==> config.mk <==
export PLATFORM = sky130hd
export DESIGN_NAME = pc_endian_mode_state
export DESIGN_NICKNAME = d
export VERILOG_FILES = /design/src/hw/pc_state_pkg.sv /design/src/hw/pc_endian_mode_state.sv
export SDC_FILE = /design/constraint.sdc
export NUM_CORES = 1
export LEC_CHECK = 0
export BUFFER_PORTS_ARGS = -buffer_cell sky130_fd_sc_hd__buf_2
export CORE_MARGIN = 5
export CORE_UTILIZATION = 50
export CTS_CLUSTER_SIZE = 25
export DETAILED_ROUTE_END_ITERATION = 7
export MAX_ROUTING_LAYER = met4
export PLACE_DENSITY_LB_ADDON = 0.25
export SYNTH_ARGS = -nofsm -noshare
export SYNTH_HDL_FRONTEND = slang
export SYNTH_SLANG_ARGS = --single-unit
==> constraint.sdc <==
create_clock -name pclk -period 5.23 [get_ports pclk]
set_input_delay 0.523 -clock pclk [delete_from_list [all_inputs] [get_ports pclk]]
set_output_delay 0.523 -clock pclk [all_outputs]
set_load 0.02 [all_outputs]
==> src/hw/pc_state_pkg.sv <==
package pc_state_pkg;

    // Address and word widths.
    localparam int ADDR_W = 32;
    localparam int DATA_W = 32;

    // Program counter steps for the two instruction sizes.
    localparam logic [31:0] STEP_NARROW = 32'h0000_0002;
    localparam logic [31:0] STEP_WIDE = 32'h0000_0004;

    // Reset values of the architectural state.
    localparam logic [31:0] PC_RESET = 32'h0000_0000;
    localparam logic RESERVATION_RESET = 1'b0;
    localparam logic CODE_SELECT_RESET = 1'b0;

    // Byte order encodings.
    localparam logic ORDER_LITTLE = 1'b0;
    localparam logic ORDER_BIG = 1'b1;

    // APB register offsets.
    localparam logic [7:0] OFF_CTRL = 8'h00;
    localparam logic [7:0] OFF_STATE = 8'h04;
    localparam logic [7:0] OFF_PC = 8'h08;
    localparam logic [7:0] OFF_RESTART = 8'h0C;
    localparam logic [7:0] OFF_TRAP = 8'h10;
    localparam logic [7:0] OFF_IRQ_STATUS = 8'h14;
    localparam logic [7:0] OFF_IRQ_MASK = 8'h18;

    // Control register field positions.
    localparam int CTRL_FLIP_BIT = 0;
    localparam int CTRL_USER_MODE = 1;
    localparam int CTRL_WIDTH_BIT = 2;
    localparam int CTRL_COMPAT = 3;

    // Interrupt status bit positions.
    localparam int IRQ_TRAP = 0;
    localparam int IRQ_LINK_FAIL = 1;
    localparam int IRQ_W = 2;

    // Pipeline slot states.
    typedef enum logic [1:0] {
        SLOT_SEQ = 2'b00,
        SLOT_DELAY = 2'b01,
        SLOT_TRAP = 2'b10
    } slot_state_t;

endpackage : pc_state_pkg

==> src/hw/pc_endian_mode_state.sv <==
// Contract
// - Memory byte order is caught once the strap synchroniser has filled after reset release; 0 little, 1 big.
// - Load/store byte order is memory order XOR flip request.
// - Flip request only when flip bit set and in user mode.
// - Linked load sets reservation flag; conditional store tests it.
// - Conflicting store or exception return clears the reservation flag.
// - Without new target, PC advances 2 for compressed, else 4.
// - Taken branch target loads when the delay-slot instruction retires.
// - One-bit code select: 0 wide instructions, 1 compressed.
// - Link or trap stores upper PC bits combined with code select.
// - PC is a full 32-bit address, all bits significant.
// - Narrow architecture holds narrow float register mode at 0.
// - Delay-slot flag set only for instructions executed in a slot.
// - A trap stops the instruction's later effects at once, save the exception-return reservation clear and the link-fail status bit.
// - Late results write the destination at the next instruction time.
`timescale 1ns/1ns
`default_nettype none
module pc_endian_mode_state #(
    parameter bit WIDE_ARCH = 1'b0
) (
    // Clock and reset.
    input wire logic pclk,
    input wire logic presetn,
    // APB slave.
    input wire logic psel,
    input wire logic penable,
    input wire logic pwrite,
    input wire logic [7:0] paddr,
    input wire logic [31:0] pwdata,
    output logic [31:0] prdata,
    output logic pready,
    output logic pslverr,
    // Strap pin.
    input wire logic byte_order_strap,
    // Instruction retire interface from the pipeline.
    input wire logic retire,
    input wire logic retire_compressed,
    input wire logic branch_taken,
    input wire logic [31:0] branch_target,
    input wire logic link_write,
    input wire logic set_code_select,
    input wire logic new_code_select,
    input wire logic linked_load,
    input wire logic cond_store,
    input wire logic store_conflict,
    input wire logic exc_return,
    input wire logic [31:0] exc_return_pc,
    input wire logic raise_trap,
    input wire logic [4:0] trap_type,
    input wire logic [31:0] trap_vector,
    input wire logic late_result,
    input wire logic [4:0] late_dest,
    // State outputs.
    output logic [31:0] pc,
    output logic memory_byte_order_big,
    output logic access_byte_order_big,
    output logic byte_order_flip_request,
    output logic link_reservation_flag,
    output logic cond_store_ok,
    output logic compressed_code_select,
    output logic narrow_float_regs_mode,
    output logic in_delay_slot_flag,
    output logic [31:0] restart_value,
    output logic restart_valid,
    output logic late_write_en,
    output logic [4:0] late_write_dest,
    output logic irq
);

    ////////////////////////////////////////////////////////////////////////////////
    // Strap synchroniser and reset capture.

    logic strap_meta_q, strap_sync_q, strap_taken_q, mem_big_q;
    logic [1:0] settle_q;

    // Two flops bring the strap into the clock domain; settle_q marks when they hold the pin.
    always_ff @(posedge pclk or negedge presetn) begin
        if (!presetn) begin
            strap_meta_q <= 1'b0;
            strap_sync_q <= 1'b0;
            settle_q <= 2'h0;
        end else begin
            strap_meta_q <= byte_order_strap;
            strap_sync_q <= strap_meta_q;
            settle_q <= {settle_q[0], 1'b1};
        end
    end

    // The order is captured once the synchroniser has filled, so the reset value never leaks.
    always_ff @(posedge pclk or negedge presetn) begin
        if (!presetn) begin
            strap_taken_q <= 1'b0;
            mem_big_q <= pc_state_pkg::ORDER_LITTLE;
        end else if (!strap_taken_q && settle_q[1]) begin
            strap_taken_q <= 1'b1;
            mem_big_q <= strap_sync_q;
        end
    end

    ////////////////////////////////////////////////////////////////////////////////
    // APB registers.

    logic [3:0] ctrl_q;
    logic [pc_state_pkg::IRQ_W-1:0] irq_status_q, irq_mask_q, irq_event;
    logic [31:0] rdata_d, rdata_q;
    logic ready_q, err_q;
    logic [4:0] trap_type_q;

    // Writes and the clear on read act at the access edge, where pready is seen high.
    wire setup = psel && !penable;
    wire access = psel && penable && ready_q;
    wire wr_ctrl = access && pwrite && (paddr == pc_state_pkg::OFF_CTRL);
    wire wr_mask = access && pwrite && (paddr == pc_state_pkg::OFF_IRQ_MASK);
    wire rd_status = access && !pwrite && (paddr == pc_state_pkg::OFF_IRQ_STATUS);
    wire mapped = (paddr == pc_state_pkg::OFF_CTRL) || (paddr == pc_state_pkg::OFF_STATE)
        || (paddr == pc_state_pkg::OFF_PC) || (paddr == pc_state_pkg::OFF_RESTART)
        || (paddr == pc_state_pkg::OFF_TRAP) || (paddr == pc_state_pkg::OFF_IRQ_STATUS)
        || (paddr == pc_state_pkg::OFF_IRQ_MASK);

    // Derived byte order and float mode decode.
    wire flip_d = ctrl_q[pc_state_pkg::CTRL_FLIP_BIT]
        && ctrl_q[pc_state_pkg::CTRL_USER_MODE];
    wire access_big_d = mem_big_q ^ flip_d;
    wire float_narrow_d = (WIDE_ARCH && ctrl_q[pc_state_pkg::CTRL_COMPAT])
        ? ctrl_q[pc_state_pkg::CTRL_WIDTH_BIT]
        : 1'b0;

    // Read data selection.
    always_comb begin
        rdata_d = 32'h0000_0000;
        case (paddr)
            pc_state_pkg::OFF_CTRL: rdata_d = {28'h000_0000, ctrl_q};
            pc_state_pkg::OFF_STATE: rdata_d = {26'h000_0000, in_delay_slot_flag,
                compressed_code_select, link_reservation_flag, access_big_d,
                flip_d, mem_big_q};
            pc_state_pkg::OFF_PC: rdata_d = pc;
            pc_state_pkg::OFF_RESTART: rdata_d = restart_value;
            pc_state_pkg::OFF_TRAP: rdata_d = {27'h000_0000, trap_type_q};
            pc_state_pkg::OFF_IRQ_STATUS: rdata_d = {30'h0000_0000, irq_status_q};
            pc_state_pkg::OFF_IRQ_MASK: rdata_d = {30'h0000_0000, irq_mask_q};
            default: rdata_d = 32'h0000_0000;
        endcase
    end

    // Bus answer one cycle after setup, at the access phase.
    always_ff @(posedge pclk or negedge presetn) begin
        if (!presetn) begin
            ready_q <= 1'b0;
            err_q <= 1'b0;
            rdata_q <= 32'h0000_0000;
        end else begin
            ready_q <= setup;
            err_q <= setup && !mapped;
            rdata_q <= setup && !pwrite ? rdata_d : 32'h0000_0000;
        end
    end

    // Writable control and mask registers.
    always_ff @(posedge pclk or negedge presetn) begin
        if (!presetn) begin
            ctrl_q <= 4'h0;
            irq_mask_q <= '0;
        end else begin
            if (wr_ctrl) ctrl_q <= pwdata[3:0];
            if (wr_mask) irq_mask_q <= pwdata[pc_state_pkg::IRQ_W-1:0];
        end
    end

    // Sticky status; a read clears, but a new event wins.
    assign irq_event[pc_state_pkg::IRQ_TRAP] = raise_trap;
    assign irq_event[pc_state_pkg::IRQ_LINK_FAIL] = retire && cond_store
        && !link_reservation_flag;
    always_ff @(posedge pclk or negedge presetn) begin
        if (!presetn) irq_status_q <= '0;
        else irq_status_q <= (rd_status ? '0 : irq_status_q) | irq_event;
    end

    ////////////////////////////////////////////////////////////////////////////////
    // Program counter, slot state and architectural bits.

    pc_state_pkg::slot_state_t slot_q, slot_d;
    logic [31:0] pending_target_q, pc_d, step;
    logic code_sel_d, resv_d;

    assign step = compressed_code_select ? pc_state_pkg::STEP_NARROW
        : pc_state_pkg::STEP_WIDE;

    // Next program counter and slot state.
    always_comb begin
        pc_d = pc;
        slot_d = slot_q;
        if (raise_trap) begin
            pc_d = trap_vector;
            slot_d = pc_state_pkg::SLOT_TRAP;
        end else if (retire) begin
            case (slot_q)
                pc_state_pkg::SLOT_DELAY: begin
                    pc_d = pending_target_q;
                    slot_d = pc_state_pkg::SLOT_SEQ;
                end
                default: begin
                    if (exc_return) pc_d = exc_return_pc;
                    else pc_d = pc + step;
                    slot_d = (branch_taken && !exc_return) ? pc_state_pkg::SLOT_DELAY
                        : pc_state_pkg::SLOT_SEQ;
                end
            endcase
        end
    end

    // Code select and reservation next values.
    always_comb begin
        code_sel_d = compressed_code_select;
        resv_d = link_reservation_flag;
        if (retire && !raise_trap && set_code_select)
            code_sel_d = new_code_select;
        if (retire && !raise_trap && linked_load) resv_d = 1'b1;
        if (store_conflict || (retire && exc_return)) resv_d = 1'b0;
    end

    // State registers.
    always_ff @(posedge pclk or negedge presetn) begin
        if (!presetn) begin
            pc <= pc_state_pkg::PC_RESET;
            slot_q <= pc_state_pkg::SLOT_SEQ;
            pending_target_q <= pc_state_pkg::PC_RESET;
            compressed_code_select <= pc_state_pkg::CODE_SELECT_RESET;
            link_reservation_flag <= pc_state_pkg::RESERVATION_RESET;
        end else begin
            pc <= pc_d;
            slot_q <= slot_d;
            if (retire && branch_taken && slot_q != pc_state_pkg::SLOT_DELAY)
                pending_target_q <= branch_target;
            compressed_code_select <= code_sel_d;
            link_reservation_flag <= resv_d;
        end
    end

    // Restart value, trap record, late write and outputs.
    always_ff @(posedge pclk or negedge presetn) begin
        if (!presetn) begin
            restart_value <= 32'h0000_0000;
            restart_valid <= 1'b0;
            trap_type_q <= 5'h00;
            cond_store_ok <= 1'b0;
            late_write_en <= 1'b0;
            late_write_dest <= 5'h00;
            in_delay_slot_flag <= 1'b0;
            memory_byte_order_big <= pc_state_pkg::ORDER_LITTLE;
            access_byte_order_big <= pc_state_pkg::ORDER_LITTLE;
            byte_order_flip_request <= 1'b0;
            narrow_float_regs_mode <= 1'b0;
            irq <= 1'b0;
        end else begin
            restart_valid <= raise_trap || (retire && link_write);
            if (raise_trap)
                restart_value <= {pc[31:1], compressed_code_select};
            else if (retire && link_write)
                restart_value <= {pc_d[31:1] + 31'(step[2:1]),
                    compressed_code_select};
            if (raise_trap) trap_type_q <= trap_type;
            cond_store_ok <= retire && cond_store && link_reservation_flag
                && !raise_trap;
            late_write_en <= retire && late_result && !raise_trap;
            late_write_dest <= late_dest;
            in_delay_slot_flag <= (slot_d == pc_state_pkg::SLOT_DELAY);
            memory_byte_order_big <= mem_big_q;
            access_byte_order_big <= access_big_d;
            byte_order_flip_request <= flip_d;
            narrow_float_regs_mode <= float_narrow_d;
            irq <= |(irq_status_q & irq_mask_q);
        end
    end

    assign prdata = rdata_q;
    assign pready = ready_q;
    assign pslverr = err_q;
endmodule : pc_endian_mode_state
`default_nettype wire

# Word-level counts from Yosys, hierarchy flattened
# Index checks and enable logic that the tools add are counted.
totals:
  register_bits: 166
  output_inout_bits: 114
  wordCells: 104
op_classes:
  add_sub_neg: 2
  eq_ne: 9
  muxes: 16
  bitwise: 3
  n_reduce_logical: 46
ops:
  columns: ["op", "n"]
  rows:
  - ["$mux W32", 7]
  - ["$pmux W32 S7", 1]
  - ["$add A32 B3 Y32", 1]
  - ["$add A31 B2 Y31", 1]
  - ["$logic_and A1 B1 Y1", 26]
  - ["$eq A8 B5 Y1 const B", 3]
  - ["$eq A8 B4 Y1 const B", 2]
  - ["$eq A8 B3 Y1 const B", 1]
  - ["$logic_not A8 Y1", 1]
  - ["$logic_or A1 B1 Y1", 8]
  - ["$logic_not A1 Y1", 7]
  - ["$mux W2", 3]
  - ["$reduce_bool A2 Y1", 3]
  - ["$eq A2 B1 Y1 const B", 2]
  - ["$mux W1", 4]
  - ["$mux W3", 1]
  - ["$and A2 B2 Y2", 1]
  - ["$ne A2 B1 Y1 const B", 1]
  - ["$or A2 B2 Y2", 1]
  - ["$reduce_or A2 Y1", 1]
  - ["$xor A1 B1 Y1", 1]

# Longest topological paths before layout
# Gate-level depths: netlist of run 1.
logic_depth:
  ltp_word: 9
  mapped_depth: 19

# Least setup slack after synthesis of run 1
# OpenSTA, ideal clock, no wires.
synth_timing:
  path_kind: "input-to-reg"
  start: "input port raise_trap"
  end: "register restart_value[19]"
  setup_time_ns: 0.090
  t_arrival_ns: 3.958
  required_time_ns: 5.140
  slack_ns: 1.181
  cell_stages: 18
  path_cell_list: "clkbuf_1 > buf_1 > clkbuf_1 > clkbuf_1 > clkbuf_1 > nand2_1 > o21ai_0 > ha_1 > inv_1 > fa_1 > nor2_1 > and3_1 > nand2b_1 > clkbuf_1 > and3b_1 > nand3_1 > xor2_1 > o221ai_1"
synth_between:
  elab_chain_len: 4
  word_cells_on_any_way: 5
  classes_between: "add/sub: 1; mux: 3; reduce/logical: 1"
synth_lines:
  columns: ["element", "line", "text"]
  rows:
  - ["start, declared", "pc_endian_mode_state.sv:48", "input wire logic raise_trap,"]
  - ["$mux W32", "pc_endian_mode_state.sv:192", "if (raise_trap) begin"]
  - ["net pc_d[1]", "pc_endian_mode_state.sv:182", "logic [31:0] pending_target_q, pc_d, step;"]
  - ["$add A31 B2 Y31", "pc_endian_mode_state.sv:259", "restart_value <= {pc_d[31:1] + 31'(step[2:1]),"]
  - ["$mux W32", "pc_endian_mode_state.sv:258", "else if (retire && link_write)"]
  - ["$mux W32", "pc_endian_mode_state.sv:256", "if (raise_trap)"]
  - ["end signal, assigned", "pc_endian_mode_state.sv:257", "restart_value <= {pc[31:1], compressed_code_select};"]
  - ["end signal, assigned", "pc_endian_mode_state.sv:259", null]
  - ["end, declared", "pc_endian_mode_state.sv:63", "output logic [31:0] restart_value,"]
# The timed path passes the listed nets, and every way through them passes these cells. The select of a mux whose other input is x is not followed.
# A chain may end at the register's enable or synchronous reset.

# Final worst setup path of run 1
layout_timing:
  start: "register compressed_code_select"
  end: "register restart_value[23]"
layout_between:
  elab_chain_len: 9
layout_lines:
  columns: ["element", "line", "text"]
  rows:
  - ["start, declared", "pc_endian_mode_state.sv:60", "output logic compressed_code_select,"]
  - ["start signal, assigned", "pc_endian_mode_state.sv:227", "compressed_code_select <= pc_state_pkg::CODE_SELECT_RESET;"]
  - ["start signal, assigned", "pc_endian_mode_state.sv:234", "compressed_code_select <= code_sel_d;"]
  - ["$mux W3", "pc_endian_mode_state.sv:185", "assign step = compressed_code_select ? pc_state_pkg::STEP_NARROW"]
  - ["$add A32 B3 Y32", "pc_endian_mode_state.sv:203", "else pc_d = pc + step;"]
  - ["$mux W32", "pc_endian_mode_state.sv:202", "if (exc_return) pc_d = exc_return_pc;"]
  - ["$mux W32", "pc_endian_mode_state.sv:196", "case (slot_q)"]
  - ["$mux W32", "pc_endian_mode_state.sv:195", "end else if (retire) begin"]
  - ["$mux W32", "pc_endian_mode_state.sv:192", null]
  - ["net pc_d[9]", "pc_endian_mode_state.sv:182", null]
  - ["$add A31 B2 Y31", "pc_endian_mode_state.sv:259", null]
  - ["$mux W32", "pc_endian_mode_state.sv:258", null]
  - ["$mux W32", "pc_endian_mode_state.sv:256", null]
# The timed path passes the listed nets, and every way through them passes these cells. The select of a mux whose other input is x is not followed.

==> results by group, run 1 <==
Setup path
  • CP max stage cell: dfrtp_1
  • RR Endpoint: restart_value[23]
  • WP data required: approximately 5500 ps
  • Worst Setup Start Kind: register
  • CP endpoint kind: register
  • Crit-path max FO: 7
  • Crit-path cells: ha_1 > inv_1 > fa_1 > nand4b_1 > nor2_1 > o21ai_0 > a221oi_2 > nand4_1 > or3_1 > nor4b_2 > nand3_1 > xor2_1 > o221ai_1
  • RR Startpoint: compressed_code_select
  • CP max stage delay: 540 ps
  • Reg-to-reg slack, setup: just over 900 ps
  • Arr. time, crit path: roughly 4600 ps
  • Depth of the most critical reg-to-reg path: 13
  • Crit Path Class: register to register
  • CP delay by family, top: simple AND/OR/NAND/NOR gates
  • Buffers plus inverters on the worst setup path: 1

STA
  • Min Hold Slack: -8.76 ps
  • Slew @ Worst Pin: roughly 1000 ps
  • Final Cycle Share: 82.4%
  • RSZ-0062 raised after global routing: false
  • Clk_skew: 9.21 ps
  • Final Worst Setup Slack: ~900 ps
  • Final Hold Vio Count: 4
  • Setup violators final: 0
  • Max-slew violations: 0
  • Total negative slack: 0 ps
  • Achievable Freq: ~230 MHz
  • Period minus WS final: 4310 ps
  • Max_slew headroom: about 30%

GRT
  • Initial antenna violation count: 0
  • Vias in the first global route: about 8,100
  • Pin count of the biggest net entering global routing: between 70 and 80
  • Total track usage: ~30%
  • First-pass GRT wire length: 45.8 mm
  • GRT overflow: 0

Final layout
  • Finished Core Util: 61.6%
  • Syn-to-layout area delta: 22.4%
  • Number of antenna diodes: 0
  • Commonest cells after routing, fill and taps aside: buf_2 (246), dfrtp_1 (166), nand2_1 (121)
  • Share of cells above drive strength 1: roughly 32%
  • Commonest non-fill, non-tap cell in the layout: buf_2
  • NumNets Final: approximately 1,300

Power
  • PwrDens: 318 mW/mm^2
  • Leak pwr: 4.95 nW
  • Total power: 3.48 mW
  • Worst VDD drop: roughly 270 uV

Clock network
  • Hold buffer count at CTS: 0
  • Clock buffer count from CTS: 17
  • TritonCTS clock tree: built
  • Post-CTS setup repair buffer count: 0
  • Clk slew on worst S/H paths: around 70 ps
  • Clock buffer depth: 2
  • Root buffer cell: clkbuf_16
  • Sink Count: approximately 170
  • Clk Latency, worst-skew pair: roughly 440 ps
  • # resized after CTS: 0
  • H-tree depth: 4

Routing
  • Routed wire length: 29.7 mm
  • WL/cell: 21.4 um
  • Drt first pass iters: 5
  • Via density per instance: 6.01
  • Routed vias: around 8,400
  • Starting DRT DRC Count: slightly above 800
  • ANT nets after route: 0
  • # DRC: 0

Yosys
  • Yosys Warn Count: 0
  • Primary FF master, synth: dfrtp_1
  • Mapped Nets: 1,096
  • Largest cells by area after synthesis: dfrtp_1 (46%), mux2_2 (5.8%), nand2_1 (5.1%)
  • Post-Syn Area: between 0.008 and 0.009 mm^2
  • Synth Area per Inst: between 9 and 10 um^2
  • Library cells used by synthesis: between 80 and 90
  • Post-synthesis cell count: ~900
  • Sequential area share after synthesis: 46.4%
  • Ys async rst share: 100%
  • Post-synth top area cell: dfrtp_1
  • Number of flops mapped to enable cells by yosys: 0
  • #FFs+latches synth: about 170
  • Synth top area share: a little under half

Die
  • Height of the die: around 140 um
  • Die width: around 140 um
  • # rows: between 40 and 50
  • Core Box Area: around 0.018 mm^2
  • I/O Pins: between 200 and 300
  • Initial Util: 50.3%
  • Full die area: just over 0.02 mm^2

Run
  • Max_cap viols: 0

Run status
  • Failing checks: negative hold slack
  • Status: finished, violations left

Place
  • Place WS: between 900 and 1000 ps
  • IO buf count: roughly 250
  • GPL Wtd Cong: 0.980
  • HPWL after detailed placement: between 20 and 25 mm

Min path
  • Worst min path class: primary input to asynchronous set/reset pin
[cells by family after synthesis]
logic type                 after synthesis  synth area share, %
DFF                                    166                 46.4
other                                    2               0.0839
adders and majority gates                6                 1.01
AOI/OAI and AO/OA                      222                 18.3
buffers and inverters                   90                 4.11
xor gates and xnor gates                38                 3.72
and+or+nand+nor                        350                 19.9
muxes                                   52                 6.46
[final cells by class]
| cell class | instances | area, um^2 |
|---|---|---|
| Fill cell | 1550 | 6820 |
| Multi-Input combinational cell | 670 | 4440 |
| Sequential cell | 166 | 4150 |
| Timing Repair Buffer | 268 | 1400 |
| Clock buffer | 17 | 425 |
| Tap cell | 229 | 287 |
| Clock inverter | 15 | 160 |
| Inverter | 25 | 93.8 |
[per-layer routing]
metal | vias to the layer above | share of wire (%) | global-route usage (%)
li1 | 3836 | - | -
met1 | 3994 | 44 | 43.1
met2 | 460 | 43 | 41.5
met3 | 65 | 9.2 | 6.32
met4 | 0 | 2.9 | 10.4
met5 | - | 0 | -
[sequential cells by signal, indices dropped and copies added, names as in the netlist, 2 cells and up]
register and count:
irq_mask_q 2, late_write_dest 5, irq_status_q 2, slot_q 2, trap_type_q 5, prdata 32
ctrl_q 4, pending_target_q 32, restart_value 32, pc 32, settle_q 2
[synthesized netlist by cell type (all sizes together), types with 4 or more instances]
library cell / n
dfrtp: 166
nand2: 123
nor2: 63
clkbuf: 47
mux2: 46
a22oi: 39
o21ai: 34
a21oi: 31
nand3: 31
o221ai: 25
inv: 23
nand4: 22
xor2: 22
and3: 20
buf: 18
xnor2: 16
nor3: 15
nand2b: 14
nor4: 11
a211oi: 10
nor2b: 10
o22ai: 10
a31oi: 9
and2: 7
o211ai: 7
or3: 7
a21o: 6
and4: 6
mux2i: 6
nand3b: 6
a221oi: 4
a31o: 4
ha: 4
nor4b: 4
o21a: 4
o311ai: 4
[how the worst max path moves through the flow]
stage,start,end,depth (start not counted)
2_1_floorplan,raise_trap,restart_value[19],18
5_1_grt,compressed_code_select,restart_value[23],13
6_report,compressed_code_select,restart_value[23],13
4_1_cts,compressed_code_select,restart_value[23],13
3_3_place_gp,compressed_code_select,restart_value[23],13
3_5_place_dp,compressed_code_select,restart_value[23],13
[metrics by stage]
step,cell area (um^2),instances
CTS,11000,1390
global route,11000,1390
floorplan,8950,926
finish,11000,1390
global placement,10400,1358
detailed placement,10400,1358
[report_power, final]
group          switching (mW)  leakage, nW  internal [mW]
sequential              0.154         2.04           1.40
combinational           0.423         2.64          0.267
clock                   0.602        0.277          0.637
Power figures use the tool's default switching activity.
==> run 2, diff against run 1 <==
--- a/config.mk
+++ b/config.mk
@@ -7,7 +7,7 @@
 export LEC_CHECK = 0
 export BUFFER_PORTS_ARGS = -buffer_cell sky130_fd_sc_hd__buf_2
 export CORE_MARGIN = 5
-export CORE_UTILIZATION = 50
+export CORE_UTILIZATION = 47
 export CTS_CLUSTER_SIZE = 25
 export DETAILED_ROUTE_END_ITERATION = 7
 export MAX_ROUTING_LAYER = met4
==> constraint.sdc (replaced) <==
create_clock -name pclk -period 3.5 [get_ports pclk]
set_input_delay 0.35 -clock pclk [delete_from_list [all_inputs] [get_ports pclk]]
set_output_delay 0.35 -clock pclk [all_outputs]
set_load 0.02 [all_outputs]
==> results by group, run 2 (synthesis gave the netlist of run 1 again) <==
STA
  • Achievable Freq: 279 MHz
  • Total negative slack: -119 ps
  • Final Hold Vio Count: 20
  • Period minus WS final: 3580 ps
  • Setup violators final: 3
  • Final Cycle Share: 102%
  • Max_slew headroom: between 40% and 50%
  • Max-slew violations: 0
  • Final Worst Setup Slack: -78.1 ps
  • Min Hold Slack: -36.1 ps
  • Clk_skew: around 12 ps
  • RSZ-0062 raised after global routing: true
  • Slew @ Worst Pin: 863 ps

Routing
  • Starting DRT DRC Count: 925
  • Met3 WL post-DR: between 2 and 3 mm
  • Routed vias: 8,795
  • Routed wire length: 31.7 mm
  • Via density per instance: between 5 and 6
  • # DRC: 0
  • DRT met1 WL: roughly 14 mm
  • Metal2 WL: 13.8 mm
  • Drt first pass iters: 5
  • Uppermost layer routed: met4
  • WL/cell: approximately 21 um
  • ANT nets after route: 0

Final layout
  • Commonest non-fill, non-tap cell in the layout: buf_2
  • FF/Latch Area: ~0.0042 mm^2
  • Syn-to-layout area delta: 32.6%
  • Final std cells w/o fill: around 1,500
  • Share of cells above drive strength 1: approximately two fifths
  • Filler cells: ~1,600
  • Post-layout instance area: 0.0119 mm^2
  • Commonest cells after routing, fill and taps aside: buf_2 (246), dfrtp_1 (164), nand2_1 (121)
  • Multi-input gate area: ~0.0046 mm^2
  • Finished Core Util: 63.4%
  • Number of antenna diodes: 0
  • NumNets Final: around 1,400

Clock network
  • Root buffer cell: clkbuf_16
  • H-tree depth: 4
  • Clk Latency, worst-skew pair: roughly 440 ps
  • Clock buffer count from CTS: 17
  • Clk slew on worst S/H paths: around 70 ps
  • TritonCTS clock tree: built
  • Clock buffer depth: 2
  • Sink Count: ~170

GRT
  • Pin count of the biggest net entering global routing: a little over 90
  • Vias in the first global route: ~8,600
  • Initial antenna violation count: 0
  • First-pass GRT wire length: a little under 50 mm
  • GRT overflow: 0
  • Total track usage: 29.5%

Place
  • IO buf count: around 250
  • HPWL after detailed placement: ~24 mm
  • DP Area: 0.0110 mm^2
  • GPL Wtd Cong: slightly below 1
  • Placed Cells: ~1,400

Die
  • I/O Pins: 278
  • Full die area: between 0.02 and 0.025 mm^2
  • Die width: between 100 and 150 um
  • # rows: 50
  • Initial Util: 47.8%
  • Height of the die: 148 um
  • Core Box Area: about 0.019 mm^2

Min path
  • Worst min path class: primary input to asynchronous set/reset pin

Setup path
  • Worst Setup Start Kind: register
  • Arr. time, crit path: about 3900 ps
  • RR Startpoint: compressed_code_select
  • WP data required: roughly 3800 ps
  • Critical path origin: compressed_code_select
  • Crit-path max FO: 4
  • CP endpoint kind: register
  • Crit Path Class: register to register

Power
  • Worst VDD drop: between 300 and 400 uV
  • Leak pwr: between 5 and 6 nW
  • PwrDens: 459 mW/mm^2
  • Total power: approximately 5.4 mW

Run status
  • Failing checks: negative hold slack, negative setup slack
  • Status: finished, violations left

Run
  • Max_cap viols: 0
run 2: path summary, 6_finish.rpt:
check / to / slack, ps / depth (start not counted)
worst max-delay path: restart_value[23] / -80 / 13
worst min register to register: strap_sync_q / 350 / 0
min in group pclk: late_write_dest[3] / 10 / 1
max in group asynchronous: pending_target_q[12] / 2620 / 2
worst min-delay path: late_write_dest[3] / -40 / 1
worst max register to register: restart_value[23] / -80 / 13
run 2: layout make-up:
type	count	area share, %
Multi-Input combinational cell	670	38.8
Sequential cell	166	35.0
Timing Repair Buffer	360	17.8
Clock buffer	17	3.58
Tap cell	234	2.47
Clock inverter	15	1.52
Inverter	25	0.791
run 2: power breakdown:
part,internal (mW),switching [mW]
Clock,0.967,0.933
Sequential,2.09,0.170
Combinational,0.529,0.760
run 2: metrics by stage:
stage / hold WS (ps) / setup WS, ps
after floorplan: 54.4 / 16.1
after global placement: 333 / -20.3
after detailed placement: 339 / -112
after CTS: 0.968 / -11.4
after global routing: 0.337 / -238
final: -36.1 / -78.1
run 2: worst max-delay path, stage by stage, from the launching register on:
cell,delay (ps)
dfrtp_2,400
ha_4,140
inv_2,30
fa_2,360
nand4b_1,300
nor3_2,290
xnor2_1,120
a211oi_2,300
nand4_1,230
or3_4,450
nor4b_4,330
nand3_1,130
xor2_1,220
o221ai_1,150
run 2: metal layers:
layer	GRT usage, %	up-vias
li1	-	4032
met1	43.1	4225
met2	42.5	481
met3	5.40	57
met4	8.22	0
met5	-	-
run 2: repair_timing:
item,in CTS,in global routing
hold buffers,0,2
endpoints found under the hold margin,0,2
setup buffers,3,7
cloned,0,0
gates resized for setup,4,30
pin swaps,4,33
setup endpoints to repair,6,22
==> run 3, diff against run 2 <==
--- a/config.mk
+++ b/config.mk
@@ -6,7 +6,6 @@
 export NUM_CORES = 1
 export LEC_CHECK = 0
 export BUFFER_PORTS_ARGS = -buffer_cell sky130_fd_sc_hd__buf_2
-export CORE_MARGIN = 5
 export CORE_UTILIZATION = 47
 export CTS_CLUSTER_SIZE = 25
 export DETAILED_ROUTE_END_ITERATION = 7
==> constraint.sdc (replaced) <==
create_clock -name pclk -period 3.5 [get_ports pclk]
set_input_delay 0.525 -clock pclk [delete_from_list [all_inputs] [get_ports pclk]]
set_output_delay 0.525 -clock pclk [all_outputs]
set_load 0.02 [all_outputs]
==> results by group, run 3 (synthesis gave the netlist of run 1 again) <==
Final layout
  • FF/Latch Area: ~0.0042 mm^2
  • Commonest non-fill, non-tap cell in the layout: buf_2
  • Filler cells: 1,561
  • Multi-input gate area: about 0.0045 mm^2
  • Syn-to-layout area delta: 32.1%
  • Number of antenna diodes: 0
  • Share of cells above drive strength 1: approximately 39%
  • Commonest cells after routing, fill and taps aside: buf_2 (246), dfrtp_1 (164), nand2_1 (121)
  • NumNets Final: between 1,000 and 1,500
  • Post-layout instance area: roughly 0.012 mm^2

Place
  • DP Area: roughly 0.011 mm^2
  • IO buf count: 247
  • Place WS: -157 ps
  • HPWL after detailed placement: between 20 and 25 mm
  • GPL Wtd Cong: 0.977

Die
  • Core Box Area: approximately 0.019 mm^2
  • I/O Pins: ~280
  • Height of the die: about 140 um
  • Initial Util: approximately 48%
  • Full die area: just under 0.02 mm^2
  • Die width: approximately 140 um
  • # rows: 50

Min path
  • Worst min path class: primary input to asynchronous set/reset pin

Setup path
  • Crit-path cells: ha_4 > inv_2 > fa_2 > nand4b_1 > nor2_2 > buf_6 > buf_6 > and3_4 > a221oi_2 > buf_4 > a2111oi_4 > o2111a_2 > and4_4 > and4bb_1 > xnor2_1 > o221ai_1
  • RR Startpoint: compressed_code_select
  • CP max stage delay: between 400 and 500 ps
  • CP max stage cell: dfrtp_2
  • Worst Setup Start Kind: register
  • Arr. time, crit path: approximately 3800 ps
  • Critical path origin: compressed_code_select
  • CP endpoint kind: register
  • CP dominant cell by count: buf_6
  • Reg-to-reg slack, setup: -40 ps
  • CP Capture Point: restart_value[31]
  • Depth of the most critical reg-to-reg path: 16
  • WP data required: ~3800 ps
  • Crit-path max FO: 5
  • Crit Path Class: register to register
  • RR Endpoint: restart_value[31]

Clock network
  • H-tree depth: 4
  • Clk slew on worst S/H paths: roughly 80 ps
  • TritonCTS clock tree: built
  • Clock buffer depth: 2
  • Clk Latency, worst-skew pair: about 440 ps
  • Sink Count: around 170
  • Root buffer cell: clkbuf_16
  • Hold buffer count at CTS: 0
  • Clock buffer count from CTS: 17

GRT
  • GRT overflow: 0
  • Total track usage: around a third
  • Pin count of the biggest net entering global routing: 84
  • Initial antenna violation count: 0
  • Vias in the first global route: approximately 8,100
  • First-pass GRT wire length: between 40 and 50 mm

Power
  • Worst VDD drop: about 370 uV
  • PwrDens: 461 mW/mm^2
  • Leak pwr: ~5.4 nW
  • Share of power burned in registers: a little over two fifths
  • Net Sw Frac: between 30% and 40%
  • Clock power share: about a third
  • Combinational power share: a little under a quarter
  • Total power: around 5.4 mW
  • Internal power: 3.59 mW
  • Sw Pwr: about 1.9 mW

Run status
  • Status: finished, violations left
  • Failing checks: negative setup slack

STA
  • Slew @ Worst Pin: 804 ps
  • RSZ-0062 raised after global routing: true
  • Max-slew violations: 0
  • Setup violators final: 6
  • Achievable Freq: approximately 280 MHz
  • Clk_skew: between 10 and 15 ps
  • Final Cycle Share: 101%
  • Period minus WS final: 3540 ps
  • Final Worst Setup Slack: -43.8 ps
  • Min Hold Slack: approximately 120 ps
  • Final Hold Vio Count: 0
  • Max_slew headroom: about 46%
  • Total negative slack: -84.0 ps

Routing
  • ANT nets after route: 0
  • Via density per instance: 5.81
  • WL/cell: around 20 um
  • Drt first pass iters: 6
  • Routed vias: 8,638
  • Starting DRT DRC Count: around 670
  • # DRC: 0
  • Routed wire length: ~30 mm

Run
  • Max_cap viols: 0
==> run 3: through the flow <==
step	std cells	util, %
finish	1486	63.2
detailed placement	1446	59.1
CTS	1480	62.6
global placement	1446	59.1
global route	1486	63.2
floorplan	926	-
==> run 3: worst min path at each step <==
stage,from,to,cells past startpoint
2_1_floorplan,presetn,access_byte_order_big,0
3_3_place_gp,settle_q[0],settle_q[1],0
3_5_place_dp,settle_q[0],settle_q[1],0
4_1_cts,presetn,prdata[22],1
5_1_grt,late_dest[3],late_write_dest[3],1
6_report,presetn,prdata[22],1
==> run 3: final cells by class <==
cell class / count / share of cell area, %
multi-input combinational: 670 / 38.4
sequential: 166 / 35.2
timing repair buffer: 359 / 18.0
clock buffer: 17 / 3.60
tap: 234 / 2.48
clock inverter: 15 / 1.57
inverter: 25 / 0.794
==> run 3: worst max-delay path: cells and delay by family (launching register included) <==
kind	cells	cell delay, ps
buffers and inverters	4	410
and+or+nand+nor	5	1200
xor gates and xnor gates	1	120
adders and majority gates	2	490
DFF	1	420
AOI/OAI and AO/OA	4	770
==> run 3: repair_timing <==
item                                    CTS  global route
setup buffers                             2             6
cloned                                    0             0
pin swaps                                 8            27
hold endpoints to repair                  0             0
endpoints found under the setup margin   12            20
gates resized for setup                   7            16
==> run 3: power groups by stage <==
| stage | clock, mW | combinational, mW | sequential (mW) |
|---|---|---|---|
| after global routing | 2.02 | 1.36 | 2.29 |
| after CTS | 1.93 | 1.24 | 2.26 |
| after global placement | 0 | 1.20 | 2.29 |
| after floorplan | 0 | 0.528 | 2.39 |
| after detailed placement | 0 | 1.22 | 2.30 |
| final | 1.91 | 1.27 | 2.27 |
==> run 3: per-layer routing <==
layer	up-vias	wire length [um]	GRT usage (%)
met4	0	452	7.58
li1	4026	-	-
met5	-	0	-
met2	406	13300	46.7
met1	4178	14200	46.8
met3	28	2250	5.81
